File: config.mk
export PLATFORM = sky130hd
export DESIGN_NAME = time_sync_correction
export DESIGN_NICKNAME = d
export VERILOG_FILES = /design/src/pkg/tsync_pkg.sv /design/src/pkg/meas_if.sv /design/src/rtl/tick_meter.sv /design/src/rtl/time_sync_correction.sv
export SDC_FILE = /design/constraint.sdc
export NUM_CORES = 1
export LEC_CHECK = 0
export ABC_AREA = 1
export BUFFER_PORTS_ARGS = -buffer_cell sky130_fd_sc_hd__clkbuf_2
export CAP_MARGIN = 20
export CORE_ASPECT_RATIO = 0.6
export CORE_MARGIN = 2
export CORE_UTILIZATION = 50
export CTS_CLUSTER_DIAMETER = 150
export DETAILED_ROUTE_END_ITERATION = 12
export PLACE_DENSITY = 0.71
export SYNTH_ARGS = -nofsm -noshare
export SYNTH_HDL_FRONTEND = slang
export SYNTH_SLANG_ARGS = --single-unit
File: constraint.sdc
create_clock -name mclk_i -period 2.8 [get_ports mclk_i]
set_input_delay 0.14 -clock mclk_i [delete_from_list [all_inputs] [get_ports mclk_i]]
set_output_delay 0.14 -clock mclk_i [all_outputs]
set_load 0.005 [all_outputs]
File: src/pkg/tsync_pkg.sv
/*
  Shared constants of the time synchronisation core: register offsets,
  status bit positions, link code classes and averaging constants.
  Assumes a byte-addressed register port with 8 address bits.
*/
package tsync_pkg;

  ////////////////////////////////////////////////////////////////////////
  // register port
  localparam int ADDR_W = 8;
  localparam logic [7:0] OFS_CTRL = 8'h00;
  localparam logic [7:0] OFS_RATE_STEP = 8'h04;
  localparam logic [7:0] OFS_TIME_STEP = 8'h08;
  localparam logic [7:0] OFS_GAIN = 8'h0C;
  localparam logic [7:0] OFS_STATUS = 8'h10;
  localparam logic [7:0] OFS_MAP = 8'h14;
  localparam logic [7:0] OFS_LATENCY = 8'h18;
  localparam logic [7:0] OFS_TLOAD_LO = 8'h1C;
  localparam logic [7:0] OFS_TLOAD_HI = 8'h20;
  localparam logic [7:0] OFS_LTIME = 8'h24;
  localparam logic [7:0] OFS_TRIM = 8'h28;

  // control register bits
  localparam int CTRL_ENABLE = 0;
  localparam int CTRL_SEND_DI = 1;

  ////////////////////////////////////////////////////////////////////////
  // status flags
  localparam int FLAG_W = 6;
  localparam int FLAG_SYNC = 0;
  localparam int FLAG_TC_RX = 1;
  localparam int FLAG_TM_DUE = 2;
  localparam int FLAG_TC_TX = 3;
  localparam int FLAG_DI_RX = 4;
  localparam int FLAG_DI_TX = 5;
  localparam logic [5:0] FLAGS_RESET = 6'h00;

  ////////////////////////////////////////////////////////////////////////
  // link codes: upper two bits give the class, low six the value
  localparam logic [1:0] CODE_TIME = 2'h0;
  localparam logic [1:0] CODE_DIST_INT = 2'h2;

  // measurement and averaging
  localparam int CNT_W = 16;
  localparam int AVG_SHIFT = 2;
  localparam int SPREAD_W = 3;
  localparam int GAIN_W = 24;

endpackage

File: src/pkg/meas_if.sv
/*
  Carrier for one tick period measurement: the latest period in clock
  cycles and a one-cycle pulse when it is refreshed.
  Assumes the meter and its reader share the system clock.
*/
`timescale 1ns/1ps
interface meas_if #(parameter int CNT_W = 16);
  logic [CNT_W-1:0] period;
  logic valid;
  modport meter (output period, output valid);
  modport core (input period, input valid);
endinterface

File: src/rtl/tick_meter.sv
/*
  Counts system clocks between successive ticks and reports the period.
  Assumes tick_i is a one-cycle pulse from logic on the same clock.
*/
`timescale 1ns/1ps
module tick_meter #(
  parameter int CNT_W = 16
) (
  // clock and reset
  input wire logic mclk_i,
  input wire logic rst_n_i,
  // tick to measure
  input wire logic tick_i,
  // result
  meas_if.meter m
);

  typedef struct packed {
    logic [CNT_W-1:0] count;
    logic [CNT_W-1:0] period;
    logic seen;
    logic valid;
  } meter_type;

  meter_type r;
  meter_type next_r;

  ////////////////////////////////////////////////////////////////////////
  // count saturates, but a tick after saturation reports a period that wraps to zero
  always_comb begin
    next_r = r;
    next_r.valid = 1'b0;
    if (r.count != {CNT_W{1'b1}}) begin
      next_r.count = r.count + 1'b1;
    end
    if (tick_i) begin
      next_r.count = '0;
      next_r.seen = 1'b1;
      // first tick only opens the window
      if (r.seen) begin
        next_r.period = CNT_W'(r.count + 1'b1);
        next_r.valid = 1'b1;
      end
    end
  end

  always_ff @(posedge mclk_i or negedge rst_n_i) begin
    if (!rst_n_i) begin
      r <= '0;
    end else begin
      r <= next_r;
    end
  end

  assign m.period = r.period;
  assign m.valid = r.valid;
endmodule

File: src/rtl/time_sync_correction.sv
/*
  Time synchronisation core: local elapsed time driven by a rate
  accumulator, disciplined to time-codes from a remote initiator.
  Assumes a link codec on the same clock that answers each request with
  a completion pulse and reports arrivals as one-cycle events.
*/
`timescale 1ns/1ps
module time_sync_correction import tsync_pkg::*; #(
  parameter bit MITIGATION = 1'b0,
  parameter int COARSE_BITS = 32,
  parameter int FINE_BITS = 24,
  parameter int ACC_W = 30,
  parameter logic [29:0] RATE_STEP_DEF = 30'h15798EE2,
  parameter logic [7:0] TIME_STEP_DEF = 8'h00,
  parameter logic [23:0] GAIN_DEF = 24'h0001CD,
  parameter logic [4:0] MAP_DEF = 5'h06,
  parameter bit IS_INITIATOR = 1'b0,
  parameter bit IS_TARGET = 1'b0,
  parameter int DELAY_EXP = 9,
  parameter int PINDEX = 0
) (
  // clock and reset
  input wire logic mclk_i,
  input wire logic rst_n_i,
  // register port
  input wire logic psel_i,
  input wire logic penable_i,
  input wire logic [ADDR_W-1:0] paddr_i,
  input wire logic pwrite_i,
  input wire logic [31:0] pwdata_i,
  output logic [31:0] prdata_o,
  // from link codec
  input wire logic tick_in_done_i,
  input wire logic tick_out_raw_i,
  input wire logic [7:0] time_out_i,
  // to link codec
  output logic tick_in_raw_o,
  output logic [7:0] time_in_o,
  output logic [COARSE_BITS+FINE_BITS-1:0] elapsed_time_o,
  output logic enable_o,
  // diagnostics
  output logic diag_ctick_o,
  output logic diag_jtick_o
);

  localparam int TW = COARSE_BITS + FINE_BITS;
  localparam int SW = ACC_W + 2;
  localparam logic [15:0] DELAY_CYC = 16'(1 << DELAY_EXP);

  typedef struct packed {
    logic [ACC_W-1:0] acc;
    logic [TW-1:0] ltime;
    logic [TW-1:0] etime;
    logic [ACC_W-1:0] rate_step;
    logic signed [SW-1:0] trim;
    logic signed [SW-1:0] spread;
    logic signed [SW-1:0] spread_inc;
    logic [SPREAD_W-1:0] spread_cnt;
    logic [7:0] time_step;
    logic [GAIN_W-1:0] gain;
    logic [4:0] map;
    logic enable;
    logic [31:0] latency;
    logic [31:0] tload_lo;
    logic [FLAG_W-1:0] flags;
    logic [31:0] prdata;
    logic tick_in_raw;
    logic [7:0] time_in;
    logic ctick;
    logic jtick;
    logic lbit_q;
    logic [CNT_W-1:0] since_local;
    logic signed [CNT_W-1:0] favg;
    logic signed [CNT_W+SPREAD_W-1:0] jsum;
    logic [SPREAD_W-1:0] jcnt;
    logic di_pend;
    logic busy;
    logic busy_di;
    logic [15:0] delay_cnt;
  } state_type;

  state_type r;
  state_type next_r;

  meas_if #(.CNT_W(CNT_W)) lmeas ();
  meas_if #(.CNT_W(CNT_W)) emeas ();

  logic [ACC_W-1:0] step_eff;
  logic [ACC_W:0] acc_sum;
  logic wrap;
  logic ltick;
  logic ext_tick;
  logic code_is_tc;
  logic code_is_di;
  logic apb_wr;
  logic apb_setup;
  logic [5:0] code_val;
  logic signed [CNT_W-1:0] phase;
  logic signed [CNT_W-1:0] fdiff;
  logic signed [CNT_W-1:0] favg_new;
  logic signed [CNT_W+SPREAD_W-1:0] jsum_new;
  logic signed [SW-1:0] corr;
  logic [FLAG_W-1:0] set_f;
  logic [FLAG_W-1:0] clr_f;

  ////////////////////////////////////////////////////////////////////////
  // period meters for local and external ticks
  tick_meter #(.CNT_W(CNT_W)) u_local_meter (
    .mclk_i(mclk_i),
    .rst_n_i(rst_n_i),
    .tick_i(ltick),
    .m(lmeas.meter)
  );

  tick_meter #(.CNT_W(CNT_W)) u_ext_meter (
    .mclk_i(mclk_i),
    .rst_n_i(rst_n_i),
    .tick_i(ext_tick),
    .m(emeas.meter)
  );

  ////////////////////////////////////////////////////////////////////////
  // next-state logic
  always_comb begin
    next_r = r;
    next_r.tick_in_raw = 1'b0;
    next_r.ctick = 1'b0;
    next_r.jtick = 1'b0;
    set_f = '0;
    phase = '0;
    fdiff = '0;
    favg_new = r.favg;
    jsum_new = r.jsum;
    corr = '0;
    apb_setup = psel_i && !penable_i;
    apb_wr = psel_i && penable_i && pwrite_i;
    code_is_tc = time_out_i[7:6] == CODE_TIME;
    code_is_di = time_out_i[7:6] == CODE_DIST_INT;
    // trim and spread never include latency, only tick corrections
    step_eff = ACC_W'($signed({2'b00, r.rate_step}) + r.trim + r.spread);
    acc_sum = {1'b0, r.acc} + {1'b0, step_eff};
    wrap = acc_sum[ACC_W];
    next_r.acc = acc_sum[ACC_W-1:0];
    if (wrap) begin
      next_r.ltime = TW'(r.ltime + TW'(r.time_step));
    end
    // local tick when the mapped bit of local time falls from one to zero
    next_r.lbit_q = r.ltime[r.map];
    ltick = r.lbit_q && !r.ltime[r.map];
    code_val = 6'(r.ltime >> r.map);
    ext_tick = IS_TARGET && r.enable && tick_out_raw_i && code_is_tc;
    // latency is added to the output only
    next_r.etime = TW'(r.ltime + TW'(r.latency));

    // cycles since the last local tick, saturating
    if (ltick) begin
      next_r.since_local = '0;
    end else if (r.since_local != {CNT_W{1'b1}}) begin
      next_r.since_local = r.since_local + 1'b1;
    end

    ////////////////////////////////////////////////////////////////////
    // arrivals from the codec
    if (ext_tick) begin
      set_f[FLAG_TC_RX] = 1'b1;
      next_r.jtick = 1'b1;
    end
    if (tick_out_raw_i && code_is_di) begin
      set_f[FLAG_DI_RX] = 1'b1;
    end

    // phase: external late means local is fast, so slow it down
    if (ext_tick && lmeas.period != '0) begin
      phase = $signed(r.since_local);
      if (r.since_local > (lmeas.period >> 1)) begin
        phase = $signed(r.since_local - lmeas.period);
      end
      if (!MITIGATION) begin
        corr = SW'($signed({1'b0, r.gain}) * phase);
        next_r.trim = r.trim - corr;
      end else begin
        // average over a window, apply at once, then spread it out
        jsum_new = r.jsum + (CNT_W+SPREAD_W)'(phase);
        next_r.jsum = jsum_new;
        next_r.jcnt = r.jcnt + 1'b1;
        if (r.jcnt == {SPREAD_W{1'b1}}) begin
          corr = SW'($signed({1'b0, r.gain}) * (jsum_new >>> SPREAD_W));
          next_r.trim = r.trim - (corr >>> SPREAD_W);
          next_r.spread = -corr;
          next_r.spread_inc = corr >>> SPREAD_W;
          next_r.spread_cnt = {SPREAD_W{1'b1}};
          next_r.jsum = '0;
        end
      end
    end else if (MITIGATION && ltick && r.spread_cnt != '0) begin
      next_r.spread = r.spread + r.spread_inc;
      next_r.spread_cnt = r.spread_cnt - 1'b1;
      if (r.spread_cnt == SPREAD_W'(1)) begin
        next_r.spread = '0;
      end
    end

    // frequency: local period longer than external means local is slow
    if (emeas.valid && lmeas.period != '0) begin
      fdiff = $signed(lmeas.period - emeas.period);
      favg_new = r.favg + ((fdiff - r.favg) >>> AVG_SHIFT);
      next_r.favg = favg_new;
      next_r.trim = next_r.trim + SW'($signed({1'b0, r.gain}) * favg_new);
    end

    ////////////////////////////////////////////////////////////////////
    // transmit side: one request in flight at a time
    if (r.delay_cnt != '0) begin
      next_r.delay_cnt = r.delay_cnt - 1'b1;
    end
    if (r.busy && tick_in_done_i) begin
      next_r.busy = 1'b0;
      set_f[FLAG_DI_TX] = r.busy_di;
    end
    if (ltick && r.enable) begin
      next_r.ctick = 1'b1;
      if (IS_INITIATOR && !r.busy) begin
        next_r.tick_in_raw = 1'b1;
        next_r.time_in = {CODE_TIME, code_val};
        next_r.busy = 1'b1;
        next_r.busy_di = 1'b0;
        next_r.delay_cnt = DELAY_CYC;
        set_f[FLAG_TC_TX] = 1'b1;
        set_f[FLAG_TM_DUE] = code_val == '0;
      end
    end else if (r.di_pend && !r.busy && r.delay_cnt == '0) begin
      next_r.tick_in_raw = 1'b1;
      next_r.time_in = {CODE_DIST_INT, 6'h00};
      next_r.busy = 1'b1;
      next_r.busy_di = 1'b1;
      next_r.di_pend = 1'b0;
    end

    ////////////////////////////////////////////////////////////////////
    // register writes
    clr_f = '0;
    if (apb_wr) begin
      case (paddr_i)
        OFS_CTRL: begin
          next_r.enable = pwdata_i[CTRL_ENABLE];
          if (pwdata_i[CTRL_SEND_DI]) begin
            next_r.di_pend = 1'b1;
          end
        end
        OFS_RATE_STEP: next_r.rate_step = pwdata_i[ACC_W-1:0];
        OFS_TIME_STEP: next_r.time_step = pwdata_i[7:0];
        OFS_GAIN: next_r.gain = pwdata_i[GAIN_W-1:0];
        OFS_STATUS: clr_f = pwdata_i[FLAG_W-1:0];
        OFS_MAP: next_r.map = pwdata_i[4:0];
        OFS_LATENCY: next_r.latency = pwdata_i;
        OFS_TLOAD_LO: next_r.tload_lo = pwdata_i;
        OFS_TLOAD_HI: begin
          // time message: target takes the initiator's time
          next_r.ltime = TW'({pwdata_i, r.tload_lo});
          set_f[FLAG_SYNC] = IS_TARGET;
        end
        default: begin
        end
      endcase
    end
    // a flag set in the clearing cycle survives
    next_r.flags = (r.flags & ~clr_f) | set_f;

    // read data captured in the setup phase, valid in the access phase
    if (apb_setup) begin
      case (paddr_i)
        OFS_CTRL: next_r.prdata = 32'(r.enable);
        OFS_RATE_STEP: next_r.prdata = 32'(r.rate_step);
        OFS_TIME_STEP: next_r.prdata = 32'(r.time_step);
        OFS_GAIN: next_r.prdata = 32'(r.gain);
        OFS_STATUS: next_r.prdata = 32'(r.flags);
        OFS_MAP: next_r.prdata = 32'(r.map);
        OFS_LATENCY: next_r.prdata = r.latency;
        OFS_TLOAD_LO: next_r.prdata = r.tload_lo;
        OFS_LTIME: next_r.prdata = 32'(r.ltime);
        OFS_TRIM: next_r.prdata = 32'(r.trim);
        default: next_r.prdata = 32'h00000000;
      endcase
    end
  end

  ////////////////////////////////////////////////////////////////////////
  // state register; reset loads the build defaults
  always_ff @(posedge mclk_i or negedge rst_n_i) begin
    if (!rst_n_i) begin
      r <= '0;
      r.rate_step <= ACC_W'(RATE_STEP_DEF);
      r.time_step <= TIME_STEP_DEF;
      r.gain <= GAIN_DEF;
      r.map <= MAP_DEF;
      r.flags <= FLAGS_RESET;
    end else begin
      r <= next_r;
    end
  end

  assign prdata_o = r.prdata;
  assign tick_in_raw_o = r.tick_in_raw;
  assign time_in_o = r.time_in;
  assign elapsed_time_o = r.etime;
  assign enable_o = r.enable;
  assign diag_ctick_o = r.ctick;
  assign diag_jtick_o = r.jtick;

  // cycles since the last time-code request left the block
  logic [15:0] tc_gap;
  always_ff @(posedge mclk_i or negedge rst_n_i) begin
    if (!rst_n_i) begin
      tc_gap <= 16'hFFFF;
    end else if (tick_in_raw_o && time_in_o[7:6] == CODE_TIME) begin
      tc_gap <= 16'h0000;
    end else if (tc_gap != 16'hFFFF) begin
      tc_gap <= tc_gap + 1'b1;
    end
  end
endmodule

==> results of run 1 <==
==> cell families after synthesis <==
| group | synth area share (%) |
|---|---|
| compound gates | 11.5 |
| simple gates | 30.1 |
| buf+inv | 10.8 |
| fa+ha+maj | 4.52 |
| xor+xnor | 3.58 |
| other cells | 0.0176 |
| flops | 39.5 |
==> sequential cells by signal (all words and copies together) (netlist names) <==
name / flops
elapsed_time_o: 56
r: 243
enable_o: 1
diag_ctick_o: 1
prdata_o: 32
tick_in_raw_o: 1
==> final cells by class <==
class / count / area share, %
Tap cell: 570 / 2.99
Sequential cell: 334 / 35.1
Inverter: 322 / 5.07
Multi-Input combinational cell: 2183 / 44.4
Clock buffer: 48 / 4.18
Clock inverter: 13 / 0.466
Timing Repair Buffer: 268 / 7.72
==> power by group through the flow <==
stage / Sequential (µW) / Clock [µW] / Combinational [µW]
6_report: 5380 / 4700 / 1720
5_1_grt: 5400 / 4950 / 1890
4_1_cts: 5370 / 4740 / 1690
3_5_place_dp: 5450 / 0 / 1640
3_3_place_gp: 5440 / 0 / 1620
2_1_floorplan: 5380 / 0 / 1060
==> repair_timing <==
| action | 4_1_cts | 5_1_grt |
|---|---|---|
| hold buffers | 34 | 0 |
| gates resized for setup | 0 | 3 |
| setup endpoints to repair | 0 | 11 |
| hold endpoints to repair | 155 | 0 |
==> how the worst min path moves through the flow <==
stage | start | to | slack (ns) | depth (start not counted)
after floorplan | rst_n_i | diag_ctick_o$_DFF_PN0_ | -0.16 | 0
after detailed placement | rst_n_i | r[469]$_DFF_PN0_ | 0.17 | 1
final | pwdata_i[22] | r[346]$_DFFE_PN1P_ | 0.04 | 3
after global placement | rst_n_i | r[469]$_DFF_PN0_ | 0.16 | 1
after CTS | pwdata_i[22] | r[464]$_DFF_PN0_ | 0.002 | 5
after global routing | pwdata_i[22] | r[464]$_DFF_PN0_ | 0.05 | 5
==> per-layer routing <==
layer / routed length, µm / track usage [%] / up-vias
met1: 38200 / 57.0 / 10043
met3: 11100 / 12.2 / 103
met5: 15 / 0 / -
met4: 1600 / 7.63 / 2
li1: - / - / 9823
met2: 31300 / 49.4 / 1262
==> cell usage after synthesis (all sizes together) (6+ instances only) <==
cell and number:
nand2 1024, inv 320, dfrtp 310, o21ai 285, nor2 246, nand3 202
buf 137, a21oi 101, ha 72, xor2 66, nand4 43, clkbuf 34
nor3 26, dfstp 24, xnor2 21, a211oi 12, o211ai 12, o21bai 12
nor4 10, a31oi 7, a21o 6
==> critical path, delay by kind of cell (launching register included) <==
kind,cells,cell delay [ns]
AO/OA/AOI/OAI,2,0.29
adder cells (fa/ha/maj),1,0.51
AND/OR/NAND/NOR,6,0.64
buffers and inverters,4,0.54
flip-flops,1,0.54
==> layout by cell type (no fill, tap or decap), drive strengths merged, types with 26 or more instances in the layout <==
cell         Yosys  layout
a21oi          101     101
nand3          202     202
o21ai          285     285
ha              72      72
buf            137      95
nand2         1024    1024
clkbuf          34     187
nand4           43      43
xor2            66      66
inv            320     322
dlygate4sd3      0      34
dfrtp          310     310
nor3            26      26
nor2           246     246
==> through the flow <==
stage               utilization, %  instance area, µm²
floorplan                        -               21300
global placement              53.5               22400
finish                        56.9               23900
global route                  56.9               23900
CTS                           56.9               23900
detailed placement            53.5               22400
==> metrics.txt, run 1 <==
Max stage delay on crit path=0.54 ns; share of flip-flops with an asynchronous set or reset=100%; Worst Clk Skew=0.0359 ns; pin slew with the least headroom to its limit=0.746 ns; most used flip-flop cell after synthesis=dfrtp_1; cts bufs inserted=35; first-pass GRT wire length=122000 µm; maxcap violations=0; Post-CTS Setup Inserts=0; I/O Pins=155; Slew Viols, Final=0; Reg2Reg Depth=13; synthesis warning total=0; Mapped Cells=3003; Logic pwr share=14.6%; Sequential Power Share=45.6%; diode count=0; core area=41900 µm²; gpl congestion=1.07; Clock Power Share=39.8%; WL/cell=22.0 µm; share of the synthesized area in the top cell type=36.5%; root buffer cell=clkbuf_16; RR Endpoint=r[416]$_DFF_PN0_; reg2reg setup slack=0.13 ns; gr ovfl total=0; setup TNS=0 ns; Inst Count DP=3643; register area share after synthesis=39.5%; row cnt=58; distinct cell type count after synthesis=50; period utilization=95.3%; worst hold slack=0.0352 ns; fin crit period=2.67 ns; count of flip-flops with a built-in enable after synthesis=0; Starting Density=50.7%; Fin. Hold Viols=0; DR iter-0 viols=2548; worst hold path type=primary input to register; CP startpoint=r[325]$_DFFE_PN1P_; Sink Count=334; LEAKAGE=0.0122 µW; Crit. End Element=register; WS Path Type=register to register; RSZ-0062 raised after global routing=no; Die Footprint=44200 µm²; initial antenna violation count=1; Clock Path Buffers=3; Area contributors post-synth=dfrtp_1, nand2_1, o21ai_0; VDD IR max=526 µV; fraction of layout cells with a size suffix above 1=11.1%; CP required=3.24 ns; nets=3274; vias in the first global route=19352; P&R area growth vs syn=12.3%; CP Max Fanout=42; via count=21233; clk_lat worst skew=0.56 ns; status=complete, no violations; largest net degree at the start of global routing=81; end of the critical path=r[416]$_DFF_PN0_; Avg Inst Size Synth=7.08 µm²; Synth Cell Area=21300 µm²; reg2reg start=r[325]$_DFFE_PN1P_; Via density=5.68; die width=270 µm; number of port buffers=140; leading area contributor after synthesis=dfrtp_1; drc violations=0; DR pass1 iterations=6; Switching Share=29.2%; CP arrival=3.10 ns; Slew HR=50.1%; Routed Antenna Nets=0; post-synthesis register bit count=334; Final Total Pwr=11800 µW; DP HPWL=65500 µm; multi-input gate area in the final layout=10600 µm²; Power per Cell Area=494 nW/µm²; CP most frequent cell=inv_1; switching power=3450 µW; Cell Count, Final, Fillers Out=3738; Worst-path clk slew=0.07 ns; final number of setup-violating endpoints=0; Place WS=0.170 ns; Slowest-stage cell, CP=dfstp_2; Fill cells=4089; Fmax=0.375 GHz; H-tree Lvls=2; Register Area=8390 µm²; internal power=8360 µW; Tot GR Track Use=37.0%; Die H=164 µm; setup ws final=0.133 ns; CTS tree=built; worst path cell trace=inv_1, fa_1, inv_1, nand2_1, nand3_2, nand2_1, nand2_2, nand2_2, nand2_4, buf_12, o21ai_0, o21ai_0, inv_1; CP Launch Type=register; WL final=82200 µm
No activity file was read; power rests on OpenSTA's default activity.
==> inputs of run 2 (changes only) <==
Settings changed: CELL_PAD_IN_SITES_DETAIL_PLACEMENT set to 1, CELL_PAD_IN_SITES_GLOBAL_PLACEMENT set to 1, CORE_UTILIZATION 50 to 45, PLACE_DENSITY 0.71 to 0.84.
==> metrics.txt, run 2 (synthesis gave the netlist of run 1 again) <==
clk_lat worst skew=0.56 ns (about the same); pin slew with the least headroom to its limit=0.869 ns (+0.123 ns); largest net degree at the start of global routing=74 (-8.6%); Die H=172 µm (+5.3%); Final Cell Area=24300 µm² (+1.6%); diode count=0 (unchanged); setup TNS=0 ns (unchanged); gpl congestion=1.04 (-2.8%); Crit. End Element=register; RSZ-0062 raised after global routing=yes; initial antenna violation count=3 (+2); Slew Viols, Final=0 (unchanged); final number of setup-violating endpoints=0 (unchanged); drc violations=0 (unchanged); number of port buffers=140 (unchanged); CP delay by family, top=compound AO/OA/AOI/OAI gates; CP Depth=9 (-4); Slowest-stage cell, CP=o21ai_0; max reg flops=243 (unchanged); die width=285 µm (+5.3%); period utilization=96.8% (+1.5 points); Final Util=52.2% (-4.7 points); Sink Count=334 (unchanged); Logic pwr share=14.7% (about the same); Place WS=0.162 ns (-0.00872 ns); Post-CTS Setup Inserts=0 (unchanged); fraction of layout cells with a size suffix above 1=11.9% (+0.75 points); reg2reg setup slack=0.09 ns (-0.04 ns); Via density=5.76 (+1.4%); CP bufs+invs=1 (-3); first-pass GRT wire length=140000 µm (+15%); cts bufs inserted=37 (+5.7%); Die Footprint=49100 µm² (+11%); worst path cell trace=ha_1, a21oi_1, buf_4, o21ai_0, a21oi_1, o21ai_0, nand2_1, nand4_1, nand2_1; WS Path Type=register to register; Tot GR Track Use=38.7% (+1.8 points); Starting Density=45.7% (-4.9 points); worst hold path type=primary input to register; Slew HR=41.5% (-8.6 points); nets=3291 (+0.52%); CP startpoint=r[164]$_DFFE_PN0P_; Worst Clk Skew=0.0205 ns (-0.0154 ns); CP arrival=3.16 ns (+0.06 ns); reg2reg start=r[164]$_DFFE_PN0P_; Sequential Power Share=43.1% (-2.5 points); Max stage delay on crit path=0.51 ns (-0.03 ns); VDD IR max=381 µV (-28%); Clock Path Buffers=3 (unchanged); LEAKAGE=0.0124 µW (+1.1%); vias in the first global route=22408 (+16%); Most flops, register=r; end of the critical path=elapsed_time_o[40]$_DFF_PN0_; WL/cell=25.0 µm (+13%); Switching Share=29.6% (+0.38 points); Reg2Reg Depth=9 (-4); P&R area growth vs syn=14.1%; Post-DP Area=22600 µm² (+0.95%); Final Total Pwr=12500 µW (+5.6%); DR iter-0 viols=2241 (-12%); RR Endpoint=elapsed_time_o[40]$_DFF_PN0_; via count=21991 (+3.6%); Fmax=0.369 GHz (-1.6%); DP HPWL=74600 µm (+14%); CP required=3.25 ns (about the same); core area=46500 µm² (+11%); Power per Cell Area=514 nW/µm² (+3.9%); status=complete, no violations; maxcap violations=0 (unchanged); row cnt=61 (+5.2%); commonest non-fill, non-tap cells in the layout=nand2_1, dfrtp_1, inv_1; root buffer cell=clkbuf_16; internal power=8780 µW (+5.0%); H-tree Lvls=2 (unchanged); Worst-path clk slew=0.07 ns (about the same); Fin. Hold Viols=0 (unchanged); CTS tree=built; fin crit period=2.71 ns (+0.0423 ns); gr ovfl total=0 (unchanged); CP Launch Type=register; I/O Pins=155 (unchanged); DR pass1 iterations=5 (-1); CP Max Fanout=4 (-90%); switching power=3690 µW (+6.9%); Clock Power Share=42.2% (+2.4 points); commonest non-fill, non-tap cell in the layout=nand2_1; Routed Antenna Nets=0 (unchanged); WL final=95200 µm (+16%); setup ws final=0.0902 ns (-0.0423 ns)
==> run 2: changes by cell type in the layout (fill, tap and decap cells not counted), moves of 3 or more <==
cell and delta:
bufinv_16 +3, ha_1 -3, buf_4 +13, clkinv_2 -4
clkbuf_8 +4, ha_2 +3
==> run 2: final cells by class <==
| class | count | area, µm² |
|---|---|---|
| fill | 5952 | 22200 |
| inverter | 322 | 1210 |
| timing repair buffer | 283 | 1990 |
| clock inverter | 15 | 223 |
| clock buffer | 50 | 1040 |
| multi-input combinational | 2183 | 10600 |
| tap | 630 | 788 |
| sequential | 334 | 8390 |
==> run 2: how the worst min path moves through the flow <==
| stage | startpoint | endpoint | slack [ns] | depth (start not counted) |
|---|---|---|---|---|
| 6_report | pwdata_i[12] | r[205]$_DFFE_PN0P_ | 0.02 | 3 |
| 5_1_grt | pwdata_i[14] | r[137]$_DFFE_PN0P_ | 0.04 | 3 |
| 4_1_cts | pwdata_i[12] | r[205]$_DFFE_PN0P_ | 0.01 | 3 |
| 3_5_place_dp | rst_n_i | r[493]$_DFF_PN0_ | 0.15 | 1 |
| 3_3_place_gp | rst_n_i | r[491]$_DFF_PN0_ | 0.14 | 1 |
| 2_1_floorplan | rst_n_i | diag_ctick_o$_DFF_PN0_ | -0.16 | 0 |
==> run 2: power by group through the flow <==
stage,clock network (µW),logic (µW),registers (µW)
6_report,5270,1830,5370
5_1_grt,5500,1990,5390
4_1_cts,5320,1780,5370
3_5_place_dp,0,1710,5450
3_3_place_gp,0,1630,5430
2_1_floorplan,0,1060,5380
==> run 2: stage by stage <==
| step | instances | hold WS [ns] |
|---|---|---|
| 5_1_grt | 3817 | 0.0390 |
| 4_1_cts | 3817 | 0.0104 |
| 2_1_floorplan | 3010 | -0.156 |
| 3_3_place_gp | 3718 | 0.138 |
| 3_5_place_dp | 3718 | 0.147 |
| 6_report | 3817 | 0.0238 |
==> run 2: what timing repair did <==
item | in CTS | in global routing
endpoints found under the hold margin | 144 | 0
hold buffers | 34 | 0
gates resized for setup | 0 | 7
setup endpoints to repair | 0 | 12
==> run 2: worst min-delay path: cells and delay by family <==
family,cells,cell delay (ns)
compound gates,1,0.11
buf+inv,2,0.28
==> run 2: layer usage <==
| metal | share of wire (%) | vias to the layer above | GRT usage [%] | wire [µm] |
|---|---|---|---|---|
| met2 | 41 | 962 | 56.6 | 38800 |
| met5 | 0.014 | - | 0 | 13 |
| met3 | 12 | 152 | 14.8 | 11300 |
| li1 | - | 9847 | - | - |
| met1 | 45 | 11028 | 53.9 | 42900 |
| met4 | 2.3 | 2 | 8.99 | 2180 |
==> inputs of run 3 (changes only) <==
==> constraint.sdc (replaced) <==
create_clock -name mclk_i -period 2.8 [get_ports mclk_i]
set_input_delay 0.42 -clock mclk_i [delete_from_list [all_inputs] [get_ports mclk_i]]
set_output_delay 0.42 -clock mclk_i [all_outputs]
set_load 0.005 [all_outputs]
==> metrics.txt, run 3 (synthesis gave the netlist of run 1 again) <==
status=complete, no violations; CP startpoint=r[410]$_DFF_PN0_; gpl congestion=1.06 (+1.3%); period utilization=97.8% (+1.1 points); nets=3278 (-0.40%); RR Endpoint=r[434]$_DFF_PN0_; WS Path Type=register to register; pin slew with the least headroom to its limit=0.768 ns (-0.101 ns); internal power=8620 µW (-1.8%); CP Max Fanout=6 (+2); Die H=172 µm (unchanged); Switching Share=29.4% (-0.15 points); Crit. End Element=register; commonest non-fill, non-tap cell in the layout=nand2_1; LEAKAGE=0.0124 µW (-0.17%); commonest non-fill, non-tap cells in the layout=nand2_1, dfrtp_1, inv_1; Fmax=0.365 GHz (-1.1%); reg2reg start=r[410]$_DFF_PN0_; Sink Count=334 (unchanged); switching power=3600 µW (-2.5%); Starting Density=45.7% (unchanged); Most flops, register=r; CP required=3.28 ns (+0.03 ns); Max stage delay on crit path=0.47 ns (-0.04 ns); diode count=0 (unchanged); die width=285 µm (unchanged); DR iter-0 viols=2267 (+1.2%); Via density=5.80 (+0.62%); row cnt=61 (unchanged); Slew HR=48.8% (+7.3 points); Routed Antenna Nets=0 (unchanged); largest net degree at the start of global routing=86 (+16%); Slew Viols, Final=0 (unchanged); DP HPWL=75300 µm (+1.1%); initial antenna violation count=2 (-1); vias in the first global route=22131 (-1.2%); Reg2Reg Depth=13 (+4); Register Area=8390 µm² (about the same); reg2reg setup slack=0.06 ns (-0.03 ns); final number of setup-violating endpoints=0 (unchanged); root buffer cell=clkbuf_16; CP arrival=3.22 ns (+0.06 ns); first-pass GRT wire length=139000 µm (-0.83%); WL/cell=24.8 µm (-0.62%); Fill cells=6021 (+1.2%); CTS tree=built; Final Total Pwr=12200 µW (-2.0%); maxcap violations=0 (unchanged); core area=46500 µm² (unchanged); RSZ-0062 raised after global routing=no; Power per Cell Area=507 nW/µm² (-1.4%); Clock Path Buffers=3 (unchanged); gr ovfl total=0 (unchanged); end of the critical path=r[434]$_DFF_PN0_; drc violations=0 (unchanged); P&R area growth vs syn=13.4%; setup TNS=0 ns (unchanged); Worst Clk Skew=0.0341 ns (+0.0136 ns); I/O Pins=155 (unchanged); Post-CTS Setup Inserts=0 (unchanged); cts bufs inserted=37 (unchanged); DR pass1 iterations=5 (unchanged); Tot GR Track Use=38.2% (-0.52 points); number of port buffers=140 (unchanged); max reg flops=243 (unchanged); Logic pwr share=14.4% (-0.3 points); fin crit period=2.74 ns (+0.0297 ns); Slowest-stage cell, CP=fa_1; CP most frequent cell=nand2_1; VDD IR max=393 µV (+3.1%); fraction of layout cells with a size suffix above 1=12.6% (+0.67 points); CP Launch Type=register; clk_lat worst skew=0.57 ns (about the same); Fin. Hold Viols=0 (unchanged); WL final=94400 µm (-0.93%); worst path cell trace=ha_1, fa_1, nand2_1, nand3_1, nand3_1, nand2_2, buf_4, nand2_1, xor2_1, nand2_1, o21ai_1, nand2_1, nand2_1; H-tree Lvls=2 (unchanged); Clock Power Share=41.6% (-0.6 points); multi-input gate area in the final layout=10700 µm² (+0.35%); via count=22057 (+0.30%); Final Util=51.9% (-0.35 points); Worst-path clk slew=0.06 ns (about the same); worst hold path type=primary input to register; Sequential Power Share=44.0% (+0.9 points); Die Footprint=49100 µm² (unchanged)
run 3: cell types whose count changed in the layout (fill, tap and decap cells not counted), moves of 3 or more:
cell           before   now
nand2_1          1016  1012
buf_4             100   116
nand2_2             7    10
clkbuf_1            6     9
dlygate4sd3_1      34     1
run 3: cell type report:
cell class / count / share of cell area [%]
clock buffer: 55 / 4.50
clock inverter: 11 / 0.545
inverter: 322 / 5.04
multi-input combinational: 2183 / 44.2
sequential: 334 / 34.8
tap: 630 / 3.27
timing repair buffer: 270 / 7.63
run 3: how the worst min path moves through the flow:
stage | start | end | slack (ns) | cells past startpoint
detailed placement | prdata_o[20]$_DFFE_PN0P_ | prdata_o[20]$_DFFE_PN0P_ | 0.47 | 2
finish | tick_in_done_i | r[17]$_DFF_PN0_ | 0.08 | 2
floorplan | rst_n_i | diag_ctick_o$_DFF_PN0_ | 0.12 | 0
global route | tick_in_done_i | r[17]$_DFF_PN0_ | 0.09 | 2
CTS | tick_in_done_i | r[17]$_DFF_PN0_ | 0.07 | 2
global placement | r[466]$_DFF_PN0_ | r[466]$_DFF_PN0_ | 0.45 | 1
run 3: per-layer routing:
metal | share of wire, % | GRT usage [%] | vias up | wire (µm)
met2 | 41 | 55.3 | 1014 | 38300
met3 | 11 | 11.7 | 155 | 10200
met5 | 0 | 0 | - | 0
met4 | 2.1 | 7.92 | 0 | 1940
li1 | - | - | 9825 | -
met1 | 46 | 55.8 | 11063 | 43900
run 3: per-stage QoR:
stage | instance area [µm²] | std cells | hold WS [ns] | worst slack, ns
floorplan | 21300 | 3010 | 0.124 | 0.662
global placement | 22800 | 3737 | 0.452 | 0.125
detailed placement | 22800 | 3737 | 0.470 | 0.0460
CTS | 24000 | 3804 | 0.0688 | 0.0536
global route | 24100 | 3805 | 0.0915 | 0.000967
finish | 24100 | 3805 | 0.0847 | 0.0605
run 3: what timing repair did:
action / in CTS / in global routing
gates cloned: 0 / 1
gates resized for setup: 1 / 18
setup endpoints to repair: 1 / 52
endpoints found under the hold margin: 67 / 0
hold buffers: 1 / 0
run 3: power groups by stage:
| stage | Combinational [µW] | Sequential [µW] | Clock (µW) |
|---|---|---|---|
| 6_report | 1760 | 5380 | 5080 |
| 2_1_floorplan | 1060 | 5380 | 0 |
| 4_1_cts | 1730 | 5370 | 5100 |
| 3_3_place_gp | 1640 | 5430 | 0 |
| 5_1_grt | 1930 | 5400 | 5290 |
| 3_5_place_dp | 1710 | 5450 | 0 |
run 3: worst max-delay path, delay by kind of cell, from the launching register on:
family          cells  cell delay (ns)
compound gates      1             0.07
flops               1             0.45
simple gates        8             0.97
fa+ha+maj           2             0.75
xor+xnor            1             0.18
buf+inv             1             0.24
